## src/shared/uhm_pkg.sv

```systemverilog
// constants and carrier types for the host and modem pin logic
package uhm_pkg;
	localparam logic [2:0] ADDR_MASK = 3'h1;
	localparam logic [2:0] ADDR_IRQ = 3'h2;
	localparam logic [2:0] ADDR_MCR = 3'h4;
	localparam logic [2:0] ADDR_MSR = 3'h6;
	localparam int MCR_DTR = 0;
	localparam int MCR_RTS = 1;
	localparam int MCR_USER_PIN_ONE = 2;
	localparam int MCR_USER_PIN_TWO = 3;
	localparam int MCR_LOOP = 4;
	localparam int MCR_ACTS = 5;
	localparam int MSR_DCTS = 0;
	localparam int MSR_DDSR = 1;
	localparam int MSR_DRI = 2;
	localparam int MSR_DDCD = 3;
	localparam int MSR_CTS = 4;
	localparam int MSR_DSR = 5;
	localparam int MSR_RI = 6;
	localparam int MSR_DCD = 7;
	localparam int IRQ_W = 5;
	localparam int IRQ_RXERR = 0;
	localparam int IRQ_RXDAT = 1;
	localparam int IRQ_RXTO = 2;
	localparam int IRQ_THRE = 3;
	localparam int IRQ_MODEM = 4;
	localparam logic [7:0] MCR_RST = 8'h00;
	localparam logic [IRQ_W-1:0] MASK_RST = 5'h00;
	localparam logic [IRQ_W-1:0] IRQ_RST = 5'h00;
	localparam logic [7:0] DATA_RST = 8'h00;
	typedef struct packed {
		logic [2:0] addr;
		logic [7:0] wdata;
		logic wr;
		logic rd;
	} uhm_bus_req_t;
	typedef struct packed {
		logic dcd_n;
		logic dsr_n;
		logic cts_n;
	} uhm_modem_in_t;
endpackage

```

## src/uhm_pins.sv

```systemverilog
// host bus and modem pin logic of the serial controller
// Contract
// RULE1: selected only with first, second high, third low
// RULE2: strobe low passes selects, high holds them
// RULE3: status bit 4 shows clear-to-send level
// RULE4: bit 0 flags cts change; irq unless auto-cts
// RULE5: auto-cts lets cts gate the transmitter
// RULE6: bit 7 dcd level, bit 3 change, interrupt
// RULE7: bit 5 dsr level, bit 1 change, interrupt
// RULE8: reading modem status clears change bits
// RULE9: data bus driven only during reads
// RULE10: transceiver off low except while reading
// RULE11: dtr low when bit set, high otherwise; the code holds dtr high while the loop bit is set
// RULE12: interrupt high for any enabled cause
// RULE13: interrupt drops when serviced or on reset
// RULE14: master reset clears registers, sets outputs
// RULE15: user pins low on bits 2, 3; the code holds them high while the loop bit is set
// RULE16: receiver clock sampled as sixteen-times clock
//
// Decided for this implementation: the address map and the strobed register port.
`timescale 1ns/10ps
`default_nettype none
module uhm_pins #(
	parameter int DATA_W = 8
) (
	input wire logic clk,
	input wire logic reset,
	input wire logic master_reset_in,
	input wire logic select_high_first,
	input wire logic select_high_second,
	input wire logic select_low_third,
	input wire logic address_latch_strobe_n,
	input wire uhm_pkg::uhm_bus_req_t bus_req,
	input wire uhm_pkg::uhm_modem_in_t modem_in,
	input wire logic rclk_16x,
	input wire logic rx_error_evt,
	input wire logic rx_data_evt,
	input wire logic rx_timeout_evt,
	input wire logic thr_empty_evt,
	input wire logic fifo_mode,
	output logic [DATA_W-1:0] data_out,
	output logic data_oe_n,
	output logic transceiver_off,
	output logic irq,
	output logic dtr_n,
	output logic user_pin_one_n,
	output logic user_pin_two_n,
	output logic tx_allowed,
	output logic rx_sample_tick
);
	import uhm_pkg::*;

	if (DATA_W != 8) begin : g_width_check
		$error("uhm_pins serves an eight-bit data bus only");
	end

	function automatic logic reg_hit(input logic [2:0] a, input logic [2:0] off);
		return a == off;
	endfunction

	wire logic rst;
	wire logic sel_live;
	wire logic selected;
	wire logic [2:0] addr_eff;
	wire logic wr_hit;
	wire logic rd_hit;
	wire logic rd_msr;
	wire logic rd_irq;
	wire logic [2:0] lvl_now;
	wire logic [2:0] change;
	wire logic auto_cts;
	wire logic loop_on;
	wire logic modem_evt;
	wire logic [IRQ_W-1:0] events;
	wire logic [7:0] msr_val;
	wire logic [7:0] rd_mux;
	logic sel_hold_q;
	logic [2:0] addr_hold_q;
	logic [7:0] mcr_q, mcr_d;
	logic [IRQ_W-1:0] mask_q, mask_d;
	logic [IRQ_W-1:0] irq_stat_q, irq_stat_d;
	logic [2:0] lvl_q;
	logic [2:0] delta_q, delta_d;
	logic rclk_prev_q;
	logic [7:0] data_q;
	logic data_oe_n_q;
	logic xcvr_off_q;
	logic irq_q;
	logic dtr_n_q;
	logic user_pin_one_n_q;
	logic user_pin_two_n_q;
	logic tx_allowed_q;
	logic tick_q;

	// either reset clears the block
	assign rst = reset | master_reset_in; // RULE14

	assign sel_live = select_high_first & select_high_second & ~select_low_third; // RULE1
	// strobe tied low makes the selects transparent
	assign selected = address_latch_strobe_n ? sel_hold_q : sel_live; // RULE2
	assign addr_eff = address_latch_strobe_n ? addr_hold_q : bus_req.addr; // RULE2
	assign wr_hit = selected & bus_req.wr; // RULE1
	assign rd_hit = selected & bus_req.rd; // RULE1
	assign rd_msr = rd_hit & reg_hit(addr_eff, ADDR_MSR);
	assign rd_irq = rd_hit & reg_hit(addr_eff, ADDR_IRQ);

	always_ff @(posedge clk) begin
		if (rst) begin
			sel_hold_q <= 1'b0;
			addr_hold_q <= 3'h0;
		end else if (!address_latch_strobe_n) begin
			sel_hold_q <= sel_live; // RULE2
			addr_hold_q <= bus_req.addr;
		end
	end

	// control and mask registers
	assign auto_cts = mcr_q[MCR_ACTS];
	assign loop_on = mcr_q[MCR_LOOP];
	always_comb begin
		mcr_d = mcr_q;
		mask_d = mask_q;
		if (wr_hit && reg_hit(addr_eff, ADDR_MCR)) begin
			mcr_d = bus_req.wdata;
		end
		if (wr_hit && reg_hit(addr_eff, ADDR_MASK)) begin
			mask_d = bus_req.wdata[IRQ_W-1:0];
		end
	end

	// modem inputs are active low; status shows them asserted as one
	assign lvl_now = ~{modem_in.dcd_n, modem_in.dsr_n, modem_in.cts_n};
	assign change = lvl_now ^ lvl_q;
	// a change in the read cycle survives the clear
	always_comb begin
		delta_d = (delta_q & ~{3{rd_msr}}) | change; // RULE8
	end
	// cts changes stay silent while the transmitter is cts-gated
	assign modem_evt = change[2] | change[1] | (change[0] & ~auto_cts); // RULE4 RULE6 RULE7
	assign events = {modem_evt, thr_empty_evt, rx_timeout_evt & fifo_mode, rx_data_evt, rx_error_evt}; // RULE12
	always_comb begin
		irq_stat_d = (irq_stat_q & ~{IRQ_W{rd_irq}}) | events; // RULE13
	end

	assign msr_val = {lvl_now[2], 1'b0, lvl_now[1], lvl_now[0], delta_q[2], 1'b0, delta_q[1], delta_q[0]}; // RULE3 RULE6 RULE7
	assign rd_mux = reg_hit(addr_eff, ADDR_MSR) ? msr_val :
		reg_hit(addr_eff, ADDR_MCR) ? mcr_q :
		reg_hit(addr_eff, ADDR_IRQ) ? {3'h0, irq_stat_q} :
		reg_hit(addr_eff, ADDR_MASK) ? {3'h0, mask_q} : DATA_RST;

	always_ff @(posedge clk) begin
		if (rst) begin
			mcr_q <= MCR_RST;
			mask_q <= MASK_RST;
			irq_stat_q <= IRQ_RST;
			lvl_q <= 3'h0;
			delta_q <= 3'h0;
			rclk_prev_q <= 1'b0;
		end else begin
			mcr_q <= mcr_d;
			mask_q <= mask_d;
			irq_stat_q <= irq_stat_d;
			lvl_q <= lvl_now;
			delta_q <= delta_d; // RULE4 RULE6 RULE7
			rclk_prev_q <= rclk_16x;
		end
	end

	// pin outputs, all registered
	always_ff @(posedge clk) begin
		if (rst) begin
			data_q <= DATA_RST;
			data_oe_n_q <= 1'b1;
			xcvr_off_q <= 1'b0;
			irq_q <= 1'b0;
			dtr_n_q <= 1'b1;
			user_pin_one_n_q <= 1'b1;
			user_pin_two_n_q <= 1'b1;
			tx_allowed_q <= 1'b1;
			tick_q <= 1'b0;
		end else begin
			data_q <= rd_hit ? rd_mux : DATA_RST; // RULE9
			data_oe_n_q <= ~rd_hit; // RULE9
			xcvr_off_q <= rd_hit; // RULE10
			irq_q <= |(irq_stat_d & mask_d); // RULE12 RULE13
			dtr_n_q <= ~(mcr_d[MCR_DTR] & ~mcr_d[MCR_LOOP]); // RULE11
			user_pin_one_n_q <= ~(mcr_d[MCR_USER_PIN_ONE] & ~mcr_d[MCR_LOOP]); // RULE15
			user_pin_two_n_q <= ~(mcr_d[MCR_USER_PIN_TWO] & ~mcr_d[MCR_LOOP]); // RULE15
			tx_allowed_q <= ~mcr_d[MCR_ACTS] | lvl_now[0]; // RULE5
			// only the rising edge counts; rclk must be at most half of clk
			tick_q <= rclk_16x & ~rclk_prev_q; // RULE16
		end
	end

	assign data_out = data_q;
	assign data_oe_n = data_oe_n_q;
	assign transceiver_off = xcvr_off_q;
	assign irq = irq_q;
	assign dtr_n = dtr_n_q;
	assign user_pin_one_n = user_pin_one_n_q;
	assign user_pin_two_n = user_pin_two_n_q;
	assign tx_allowed = tx_allowed_q;
	assign rx_sample_tick = tick_q;
endmodule
`default_nettype wire
```

## config.mk

```make
export PLATFORM = sky130hd
export DESIGN_NAME = uhm_pins
export DESIGN_NICKNAME = d
export VERILOG_FILES = /design/src/shared/uhm_pkg.sv /design/src/uhm_pins.sv
export SDC_FILE = /design/constraint.sdc
export NUM_CORES = 1
export LEC_CHECK = 0
export BUFFER_PORTS_ARGS = -buffer_cell sky130_fd_sc_hd__buf_4
export CORE_MARGIN = 2
export CORE_UTILIZATION = 47
export DETAILED_ROUTE_END_ITERATION = 7
export PLACE_DENSITY = 0.72
export SKIP_LAST_GASP = 1
export SYNTH_ARGS = -nofsm -noshare
export SYNTH_HDL_FRONTEND = slang
export SYNTH_SLANG_ARGS = --single-unit
```

## constraint.sdc

```tcl
create_clock -name clk -period 4.41 [get_ports clk]
set_input_delay 0.882 -clock clk [delete_from_list [all_inputs] [get_ports clk]]
set_output_delay 0.882 -clock clk [all_outputs]
set_load 0.1 [all_outputs]
```

**Yosys cells after proc, flatten, opt, wreduce, memory -nomap -nowiden**

Index checks and enable logic that the tools add are counted.

- Mux-type cells: 8
- Bitwise logic cells: 34
- Reductions and logical operators: 5
- Eq/ne operators: 4

Operators by type and width:

| operator | count |
|---|---|
| $mux W8 | 2 |
| $mux W5 | 3 |
| $and A1 B1 Y1 | 12 |
| $and A5 B5 Y5 | 2 |
| $not A1 Y1 | 9 |
| $eq A3 B3 Y1 const B | 2 |
| $mux W6 | 1 |
| $not A3 Y3 | 2 |
| $not A5 Y5 | 1 |
| $or A5 B5 Y5 | 1 |
| $reduce_or A5 Y1 | 1 |
| $or A1 B1 Y1 | 4 |
| $and A3 B3 Y3 | 1 |
| $eq A3 B1 Y1 const B | 1 |
| $eq A3 B2 Y1 const B | 1 |
| $mux W3 | 1 |
| $or A3 B3 Y3 | 1 |
| $reduce_or A3 Y1 | 1 |
| $xor A3 B3 Y3 | 1 |
| $logic_and A1 B1 Y1 | 2 |
| $reduce_or A2 Y1 | 1 |
| $mux W1 | 1 |

- Output and inout bits: 16
- Input bits: 29
- Word-level logic and storage cells: 70
- Flip-flop bits (word level): 45

**Logic depth before layout (Yosys ltp)**

Gate-level depths: netlist of run 1.

- Word-level depth: 10
- Depth in mapped cells: 7
- Gate-level depth less buffers: 5

**Worst setup path before layout of run 1**

No wires, ideal clock.

- Path kind: input -> register
- Start point: in address_latch_strobe_n
- End point: reg mcr_q[1]
- Slack: 2.175 ns
- Stages on the path: 7
- Library setup time: 0.128 ns
- Arrival time: 2.107 ns
- Data required time: 4.282 ns
- Cells stage by stage: or3b_1 > nand2_2 > and4b_1 > buf_2 > buf_4 > mux2i_1 > nor2_1

- Word-level cells in the longest chain between the ends: 3
- Elaborated cells between the ends (all ways): 5

Ends and longest elaborated chain:

| item | line | text |
|---|---|---|
| start: declaration | uhm_pins.sv:32 | `input wire logic address_latch_strobe_n,` |
| $mux W3 or $mux W1 (tied branches) | n/a |  |
| $eq A3 B3 Y1 or $and A1 B1 Y1 (tied branches) | uhm_pins.sv:58, uhm_pins.sv:102 |  |
| $logic_and A1 B1 Y1 (*) | uhm_pins.sv:123 | `if (wr_hit && reg_hit(addr_eff, ADDR_MCR)) begin` |
| end signal: assignment | uhm_pins.sv:160 | `mcr_q <= mcr_d;` |
| end: declaration | uhm_pins.sv:79 | `logic [7:0] mcr_q, mcr_d;` |

Every way passes the cells marked *; elsewhere a longest branch is shown, timed or not.
A chain may end at the register's enable or synchronous reset.

**Final worst setup path of run 1**

- Start point: in address_latch_strobe_n
- End point: reg tx_allowed_q, in the netlist tx_allowed

- Word-level cells in the longest chain between the ends: 6
- Elaborated cells between the ends (all ways): 8

Ends and longest elaborated chain:

| item | line | text |
|---|---|---|
| $mux W3 or $mux W1 (tied branches) | n/a |  |
| $eq A3 B3 Y1 or $and A1 B1 Y1 (tied branches) | uhm_pins.sv:58, uhm_pins.sv:102 |  |
| $logic_and A1 B1 Y1 (*) | uhm_pins.sv:123 |  |
| $mux W6 (*) | uhm_pins.sv:123 |  |
| $not A1 Y1 (*) | uhm_pins.sv:189 | `tx_allowed_q <= ~mcr_d[MCR_ACTS] \| lvl_now[0];` |
| $or A1 B1 Y1 (*) | uhm_pins.sv:189 |  |
| end signal: assignment | uhm_pins.sv:189 |  |
| end: declaration | uhm_pins.sv:92 | `logic tx_allowed_q;` |

Marked as above.

==> flow_summary_export.csv, run 1 <==
group,metric,value,unit
floorplan,rows,22,
critical_path,critPathLaunchType,"input port",
critical_path,rr_worst_depth,4,
timing,period_needed,2670,ps
global_routing,grt_pass1_wl,6.10,mm
timing,holdWs,385,ps
timing,drv_slew,0,
cts,cts_setup_buffers,0,
cts,cts_sinks,45,
place,port_buffers,44,
min_path,worstHoldPathCells,1,
drt,ant_nets,0,
synthesis,synth.largest_area_cell,"dfxtp_1",
synthesis,synth_cells,175,
finish,mostFrequentLayoutCell,"dfxtp_1",
critical_path,cp-end-kind,"register",
power_and_ir_drop,intPower,626,uW
critical_path,crit_fanout,16,
cts,htree_levels,2,
place,gp_congestion,0.784,
place,place_hpwl,2.86,mm
synthesis,synth_warnings,0,
timing,timing.slew.headroom,56.2,%
global_routing,grt_max_degree,30,
critical_path,worstReg2RegStart,"addr_hold_q[1]",
finish,register_area,901,um^2
timing,rsz0062_at_grt,"false",
power_and_ir_drop,power_density,357,nW/um^2
drt,drt_wl_total,3.81,mm
power_and_ir_drop,p_leak,0.000926,uW
min_path,min_to,"rx_sample_tick",
cts,cts_buffer_depth,2,
synthesis,synth-edff-count,0,
global_routing,grt_pass1_vias,1365,
min_path,hp-class,"register to register",
cts,cts_tree,"yes",
drt,met1_length,1.66,mm
place,placedCellCount,261,
timing,period_share,60.5,%
finish,area_growth,27.0,%
drt,top_layer,"met4",
timing,fmax,0.375,GHz
finish,fillCellCount,321,
synthesis,avgSynthCellArea,9.98,um^2
floorplan,ios,45,
timing,clock-skew-final,6.69,ps
global_routing,grt_use_total,18.9,%
timing,setup_tns,0,ps
drt,wl_per_cell,14.2,um
cts,cts_resized,0,
cts,cts_root_buf,"clkbuf_8",
drt,drt_iter0_markers,100,
timing,hold_viol,0,
synthesis,syn_nets,204,
finish,final_cell_mix,"dfxtp_1 (45), buf_4 (44), nor2_1 (37)",
power_and_ir_drop,swShare,20.9,%
critical_path,critPathRequiredTime,4580,ps
timing,tightest_slew,657,ps
synthesis,synth.area.top_cells,"dfxtp_1 (52%), mux2i_1 (9.2%), nor2_1 (8.0%)",
synthesis,synthArstFlopShare,0,%
floorplan,die_h,65.0,um
synthesis,synth_cell_type_count,41,
power_and_ir_drop,peakVddDrop,211,uV
finish,diodes,0,
power_and_ir_drop,pwr-share-comb,7.8,%
power_and_ir_drop,seqPwrFrac,52.7,%
drt,avgViaCountPerCell,5.28,
floorplan,dieArea,4220,um^2
finish,nets,249,
synthesis,seq_area_frac_synth,51.6,%
critical_path,path_class,"input port to register",
min_path,min_from,"rclk_prev_q",
flow_run,maxCapViolations,0,
critical_path,arrival,2840,ps
cts,cts_hold_buf,0,
global_routing,grt.overflow.total,0,
synthesis,netlist_area,1750,um^2
drt,dr.pass1.iters,4,
floorplan,initial_core_util,48.4,%
synthesis,yosysTopAreaCellShare,51.6,%
outcome,outcome,"complete, no violations",
finish,drive_gt1_share,26.7,%
finish,fin_cells,269,
cts,clk_latency,290,ps
drt,drc,0,
drt,wl_met2,1.86,mm
critical_path,r2r-end,"tx_allowed",
power_and_ir_drop,netSwitchingPower,165,uW
cts,cts_buffers,5,
finish,multi_input_area,803,um^2
global_routing,antenna_found_initial,0,
drt,vias,1419,
floorplan,fp.coreArea,3610,um^2
power_and_ir_drop,pwr-share-clk,39.5,%
critical_path,r2r_slack,2250,ps
drt,wl_met3,270,um
timing,finalSetupViolCount,0,
synthesis,ys_ff_latch,45,
synthesis,ys.flop_type,"dfxtp_1",
cts,path_clk_slew,80,ps
floorplan,dieWidth,65.0,um
cells by family (layout without fill, tap and decap cells):
kind of cell | after synthesis | in the layout | share of synthesized area [%]
AOI/OAI and AO/OA | 33 | 33 | 13.7
xor gates and xnor gates | 3 | 3 | 1.50
buffers and inverters | 8 | 54 | 2.44
DFF | 45 | 45 | 51.6
muxes | 17 | 17 | 9.81
and+or+nand+nor | 69 | 69 | 21.0
synth_stat cells (all sizes together), types with 3 or more instances:
master and n:
a21oi 9, buf 3, a222oi 4, clkbuf 3, dfxtp 45, xor2 3
nand2 8, nor3b 3, and3b 3, o21ai 4, nor2 37, a22o 4
mux2i 16
state kept, by name, indices dropped and copies added, names as in the netlist:
name and cells:
rclk_prev_q 1, tx_allowed 1, rx_sample_tick 1, lvl_q 3, data_oe_n 1, mcr_q 8, transceiver_off 1, mask_q 5
irq 1, user_pin_one_n 1, data_out 8, delta_q 3, addr_hold_q 3, sel_hold_q 1, user_pin_two_n 1, irq_stat_q 5
dtr_n 1
worst max-delay path: stages:
cell	delay, ps
buf_4	190
mux2i_1	540
and4b_1	710
mux2i_1	190
or3_1	320
power by group through the flow:
stage / logic (uW) / registers [uW] / clock network, uW
global route: 67.5 / 418 / 337
CTS: 62.2 / 417 / 320
finish: 61.9 / 417 / 312
global placement: 60.7 / 427 / 0
detailed placement: 62.2 / 427 / 0
floorplan: 28.0 / 429 / 0
stage by stage:
stage | setup slack, ps | util [%] | power, uW | area (um^2)
2_1_floorplan | 2180 | - | 457 | 1750
3_3_place_gp | 1530 | 58.3 | 487 | 2100
3_5_place_dp | 1440 | 58.3 | 489 | 2100
4_1_cts | 1750 | 61.5 | 799 | 2220
5_1_grt | 1600 | 61.5 | 823 | 2220
6_report | 1740 | 61.5 | 792 | 2220
how the worst max path moves through the flow:
stage / startpoint / to / slack (ps) / depth (start not counted)
after floorplan: address_latch_strobe_n / mcr_q[1] / 2180 / 7
after global placement: address_latch_strobe_n / tx_allowed / 1530 / 5
after detailed placement: address_latch_strobe_n / tx_allowed / 1440 / 5
after CTS: address_latch_strobe_n / tx_allowed / 1750 / 5
after global routing: address_latch_strobe_n / tx_allowed / 1600 / 5
final: address_latch_strobe_n / tx_allowed / 1740 / 5
final cells by class:
| cell class | count | share of cell area (%) |
|---|---|---|
| tap | 48 | 2.71 |
| sequential | 45 | 40.6 |
| multi-input combinational | 122 | 36.2 |
| inverter | 2 | 0.338 |
| clock buffer | 7 | 3.89 |
| clock inverter | 1 | 1.35 |
| timing repair buffer | 44 | 14.9 |
layer usage:
layer / vias to the layer above / global-route usage, %
li1: 719 / -
met3: 4 / 4.34
met5: - / 0
met4: 0 / 6.91
met2: 53 / 32.9
met1: 643 / 22.8
Note: power is estimated with default switching activity, not from simulation.
==> inputs of run 2 (changes only) <==
==> constraint.sdc (replaced) <==
create_clock -name clk -period 2.7 [get_ports clk]
set_input_delay 0.54 -clock clk [delete_from_list [all_inputs] [get_ports clk]]
set_output_delay 0.54 -clock clk [all_outputs]
set_load 0.1 [all_outputs]
==> flow_summary_export.csv, run 2 (synthesis results as in run 1) <==
group,metric,value,unit
drt,drc,0,
critical_path,critPathRequiredTime,2860,ps
cts,cts_buffer_depth,2,
global_routing,grt_pass1_wl,6.51,mm
flow_run,maxCapViolations,0,
min_path,hp-class,"register to register",
timing,tightest_slew,663,ps
finish,area_growth,26.4,%
timing,rsz0062_at_grt,"false",
floorplan,die_h,65.0,um
global_routing,grt.overflow.total,0,
cts,cts_tree,"yes",
floorplan,initial_core_util,48.4,%
critical_path,critPathLaunchType,"input port",
global_routing,met3_usage,4.51,%
power_and_ir_drop,seqPwrFrac,56.3,%
power_and_ir_drop,peakVddDrop,335,uV
place,post-place-ws,388,ps
critical_path,crit_fanout,16,
cts,path_clk_slew,80,ps
cts,cts_resized,0,
timing,finalSetupViolCount,0,
global_routing,antenna_found_initial,0,
power_and_ir_drop,pwr-share-clk,35.0,%
power_and_ir_drop,power_density,549,nW/um^2
global_routing,grt_use_total,20.6,%
drt,drt_iter0_markers,89,
drt,avgViaCountPerCell,5.42,
global_routing,grt_pass1_vias,1424,
timing,period_share,74.3,%
timing,timing.slew.headroom,55.3,%
cts,htree_levels,2,
floorplan,rows,22,
finish,drive_gt1_share,27.8,%
cts,cts_root_buf,"clkbuf_8",
power_and_ir_drop,intPower,906,uW
finish,diodes,0,
global_routing,grt_max_degree,30,
floorplan,ios,45,
timing,drv_slew,0,
place,gp_congestion,0.777,
critical_path,path_class,"input port to register",
critical_path,arrival,2170,ps
timing,setup_tns,0,ps
finish,final_cell_mix,"buf_4 (46), dfxtp_1 (45), nor2_1 (37)",
timing,timing.final.ws_setup,694,ps
cts,cts_sinks,45,
drt,ant_nets,0,
timing,fmax,0.498,GHz
floorplan,fp.coreArea,3610,um^2
drt,wl_per_cell,15.1,um
floorplan,dieArea,4220,um^2
timing,clock-skew-final,5.30,ps
finish,mostFrequentLayoutCell,"buf_4",
power_and_ir_drop,swShare,25.2,%
place,port_buffers,44,
cts,cts_buffers,5,
timing,period_needed,2010,ps
drt,vias,1469,
critical_path,cp-end-kind,"register",
global_routing,use_met2,34.5,%
floorplan,dieWidth,65.0,um
drt,dr.pass1.iters,7,
cts,clk_latency,310,ps
power_and_ir_drop,pwr-share-comb,8.7,%
drt,drt_wl_total,4.08,mm
global_routing,grt_use_met1,24.6,%
global_routing,globalRoute.busiestLayer,"met2",
power_and_ir_drop,p_leak,0.000922,uW
power_and_ir_drop,netSwitchingPower,305,uW
finish,nets,251,
cts,cts_hold_buf,0,
outcome,outcome,"complete, no violations",
place,place_hpwl,3.08,mm
timing,hold_viol,0,
cts,cts_setup_buffers,0,
run 2: changes by cell type in the layout (fill, tap and decap cells not counted), sizes merged:
cell	change
clkbuf	-2
buf	+2
bufinv	-1
clkinvlp	+1
clkinv	+1
inv	+1
run 2: final timing paths:
check,from,cells after the start,to,slack (ps)
max,address_latch_strobe_n,7,user_pin_one_n,690
min,rclk_prev_q,1,rx_sample_tick,390
max reg2reg,addr_hold_q[0],5,irq,810
min reg2reg,rclk_prev_q,1,rx_sample_tick,390
run 2: worst max-delay path, cell delays in order:
cell     delay (ps)
buf_4           170
or3b_1          420
nand2_2         150
and4b_1         390
buf_4           240
and3b_1         160
o21ai_0          80
run 2: power by group through the flow:
stage / combinational, uW / sequential (uW) / clock [uW]
final: 105 / 682 / 424
after global routing: 115 / 684 / 453
after CTS: 105 / 682 / 431
after detailed placement: 105 / 698 / 0
after global placement: 101 / 697 / 0
after floorplan: 45.8 / 701 / 0
run 2: cell type report:
type	instances	area, um^2
fillers	329	1400
clock buffers	5	68.8
multi-input cells	122	803
inverters	2	7.51
well taps	48	60.1
clock inverters	3	21.3
flip-flops and latches	45	901
repair buffers	46	345
run 2: per-stage QoR:
step | cell area [um^2] | power, uW | cells | util (%) | hold slack, ps
after floorplan | 1750 | 747 | 175 | - | 367
after global placement | 2120 | 798 | 263 | 58.7 | 376
after detailed placement | 2120 | 803 | 263 | 58.7 | 378
final | 2210 | 1210 | 271 | 61.2 | 385
after CTS | 2210 | 1220 | 271 | 61.2 | 390
after global routing | 2210 | 1250 | 271 | 61.2 | 400
run 2: routing by layer:
layer,vias to the layer above,part of all wire [%]
li1,718,-
met1,680,43
met2,59,47
met3,12,7.3
met4,0,2.7
met5,-,0
==> inputs of run 3 (changes only) <==
==> constraint.sdc (replaced) <==
create_clock -name clk -period 1.9 [get_ports clk]
set_input_delay 0.38 -clock clk [delete_from_list [all_inputs] [get_ports clk]]
set_output_delay 0.38 -clock clk [all_outputs]
set_load 0.1 [all_outputs]
==> flow_summary_export.csv, run 3 (synthesis results as in run 1) <==
group,metric,value,unit
finish,diodes,0,
critical_path,critPathRequiredTime,2090,ps
cts,cts_sinks,45,
finish,multi_input_area,813,um^2
finish,drive_gt1_share,31.5,%
finish,area_growth,32.2,%
critical_path,rr_worst_depth,5,
power_and_ir_drop,p_leak,0.000974,uW
cts,clk_latency,290,ps
finish,fillCellCount,310,
place,port_buffers,44,
finish,final_cell_area,2310,um^2
cts,cts_buffers,5,
timing,period_needed,1780,ps
global_routing,grt.overflow.total,0,
floorplan,dieArea,4220,um^2
drt,wl_per_cell,14.5,um
cts,cts_root_buf,"clkbuf_8",
min_path,worstHoldPathCells,2,
cts,htree_levels,2,
min_path,min_from,"modem_in[2]",
cts,cts_hold_buf,0,
floorplan,die_h,65.0,um
drt,ant_nets,0,
timing,holdWs,257,ps
cts,cts_tree,"yes",
power_and_ir_drop,p_total,1770,uW
finish,register_area,901,um^2
global_routing,grt_pass1_wl,6.91,mm
finish,mostFrequentLayoutCell,"buf_4",
min_path,hp-class,"input port to register",
critical_path,cp-end-kind,"register",
timing,period_share,93.5,%
drt,drt_iter0_markers,65,
timing,rsz0062_at_grt,"false",
global_routing,grt_max_degree,29,
critical_path,crit_path_end,"irq",
critical_path,critPathLaunchType,"register",
flow_run,maxCapViolations,0,
drt,avgViaCountPerCell,5.37,
critical_path,crit_start,"addr_hold_q[0]",
finish,nets,260,
floorplan,dieWidth,65.0,um
critical_path,crit_fanout,6,
critical_path,r2r-end,"irq",
place,gp_congestion,0.795,
global_routing,grt_pass1_vias,1542,
finish,final_cell_mix,"buf_4 (54), dfxtp_1 (45), nor2_1 (37)",
drt,drt_wl_total,4.05,mm
floorplan,rows,22,
critical_path,path_class,"register to register",
floorplan,fp.coreArea,3610,um^2
outcome,outcome,"complete, no violations",
place,place_area,2200,um^2
floorplan,ios,45,
global_routing,grt_use_total,21.7,%
floorplan,initial_core_util,48.4,%
cts,cts_setup_buffers,0,
timing,hold_viol,0,
cts,path_clk_slew,80,ps
timing,timing.slew.headroom,54.5,%
power_and_ir_drop,power_density,765,nW/um^2
timing,fmax,0.563,GHz
place,place_hpwl,3.07,mm
timing,tightest_slew,675,ps
timing,drv_slew,0,
critical_path,arrival,1970,ps
global_routing,antenna_found_initial,0,
timing,clock-skew-final,7.31,ps
critical_path,r2r_slack,120,ps
timing,finalSetupViolCount,0,
power_and_ir_drop,peakVddDrop,468,uV
critical_path,worstReg2RegStart,"addr_hold_q[0]",
drt,drc,0,
cts,cts_buffer_depth,2,
drt,vias,1503,
drt,dr.pass1.iters,5,
## run 3: changes by cell type in the layout (fill, tap and decap cells not counted)
cell | before | now
buf_12 | 0 | 1
clkbuf_8 | 5 | 7
clkinvlp_4 | 1 | 0
inv_6 | 1 | 0
mux2i_2 | 0 | 1
buf_4 | 46 | 54
nor4bb_1 | 1 | 0
mux2i_1 | 16 | 15
nor4bb_2 | 0 | 1
## run 3: layout make-up
class | count | share of cell area, %
Multi-Input combinational cell | 122 | 35.2
Clock buffer | 7 | 4.17
Timing Repair Buffer | 55 | 18.4
Tap cell | 48 | 2.60
Clock inverter | 1 | 0.217
Sequential cell | 45 | 39.0
Inverter | 2 | 0.325
## run 3: report_power, final
group | internal (uW) | switching, uW | total [uW]
registers | 958 | 10.1 | 968
logic | 80.1 | 82.8 | 163
clock network | 329 | 306 | 634
total | 1370 | 399 | 1770
## run 3: how the worst min path moves through the flow
stage / end / slack [ps]
after CTS: lvl_q[2] / 250
after global placement: rx_sample_tick / 370
final: lvl_q[2] / 260
after global routing: lvl_q[0] / 240
after floorplan: rx_sample_tick / 370
after detailed placement: rx_sample_tick / 380
## run 3: per-layer routing
layer	vias up	part of all wire, %	track usage [%]
met4	0	2.1	11.2
li1	736	-	-
met5	-	0	0
met1	708	41	25.2
met3	8	6.6	7.29
met2	51	50	35.3
## run 3: critical path, stage by stage (launching register included)
cell	delay [ps]
dfxtp_1	410
nor4bb_2	310
o221ai_2	280
mux2i_1	280
o22ai_1	120
o31a_1	280
## run 3: through the flow
stage	setup WS, ps	instances	TNS (ps)	utilization [%]
floorplan	167	175	0	-
global placement	-70.0	272	-187	60.9
detailed placement	-127	272	-217	60.9
CTS	40.5	280	0	63.7
global route	2.72	280	0	64.0
finish	124	280	0	64.0
## run 3: what timing repair did
action	CTS	global route
endpoints found under the hold margin	0	0
endpoints found under the setup margin	0	1
resized for setup	0	2
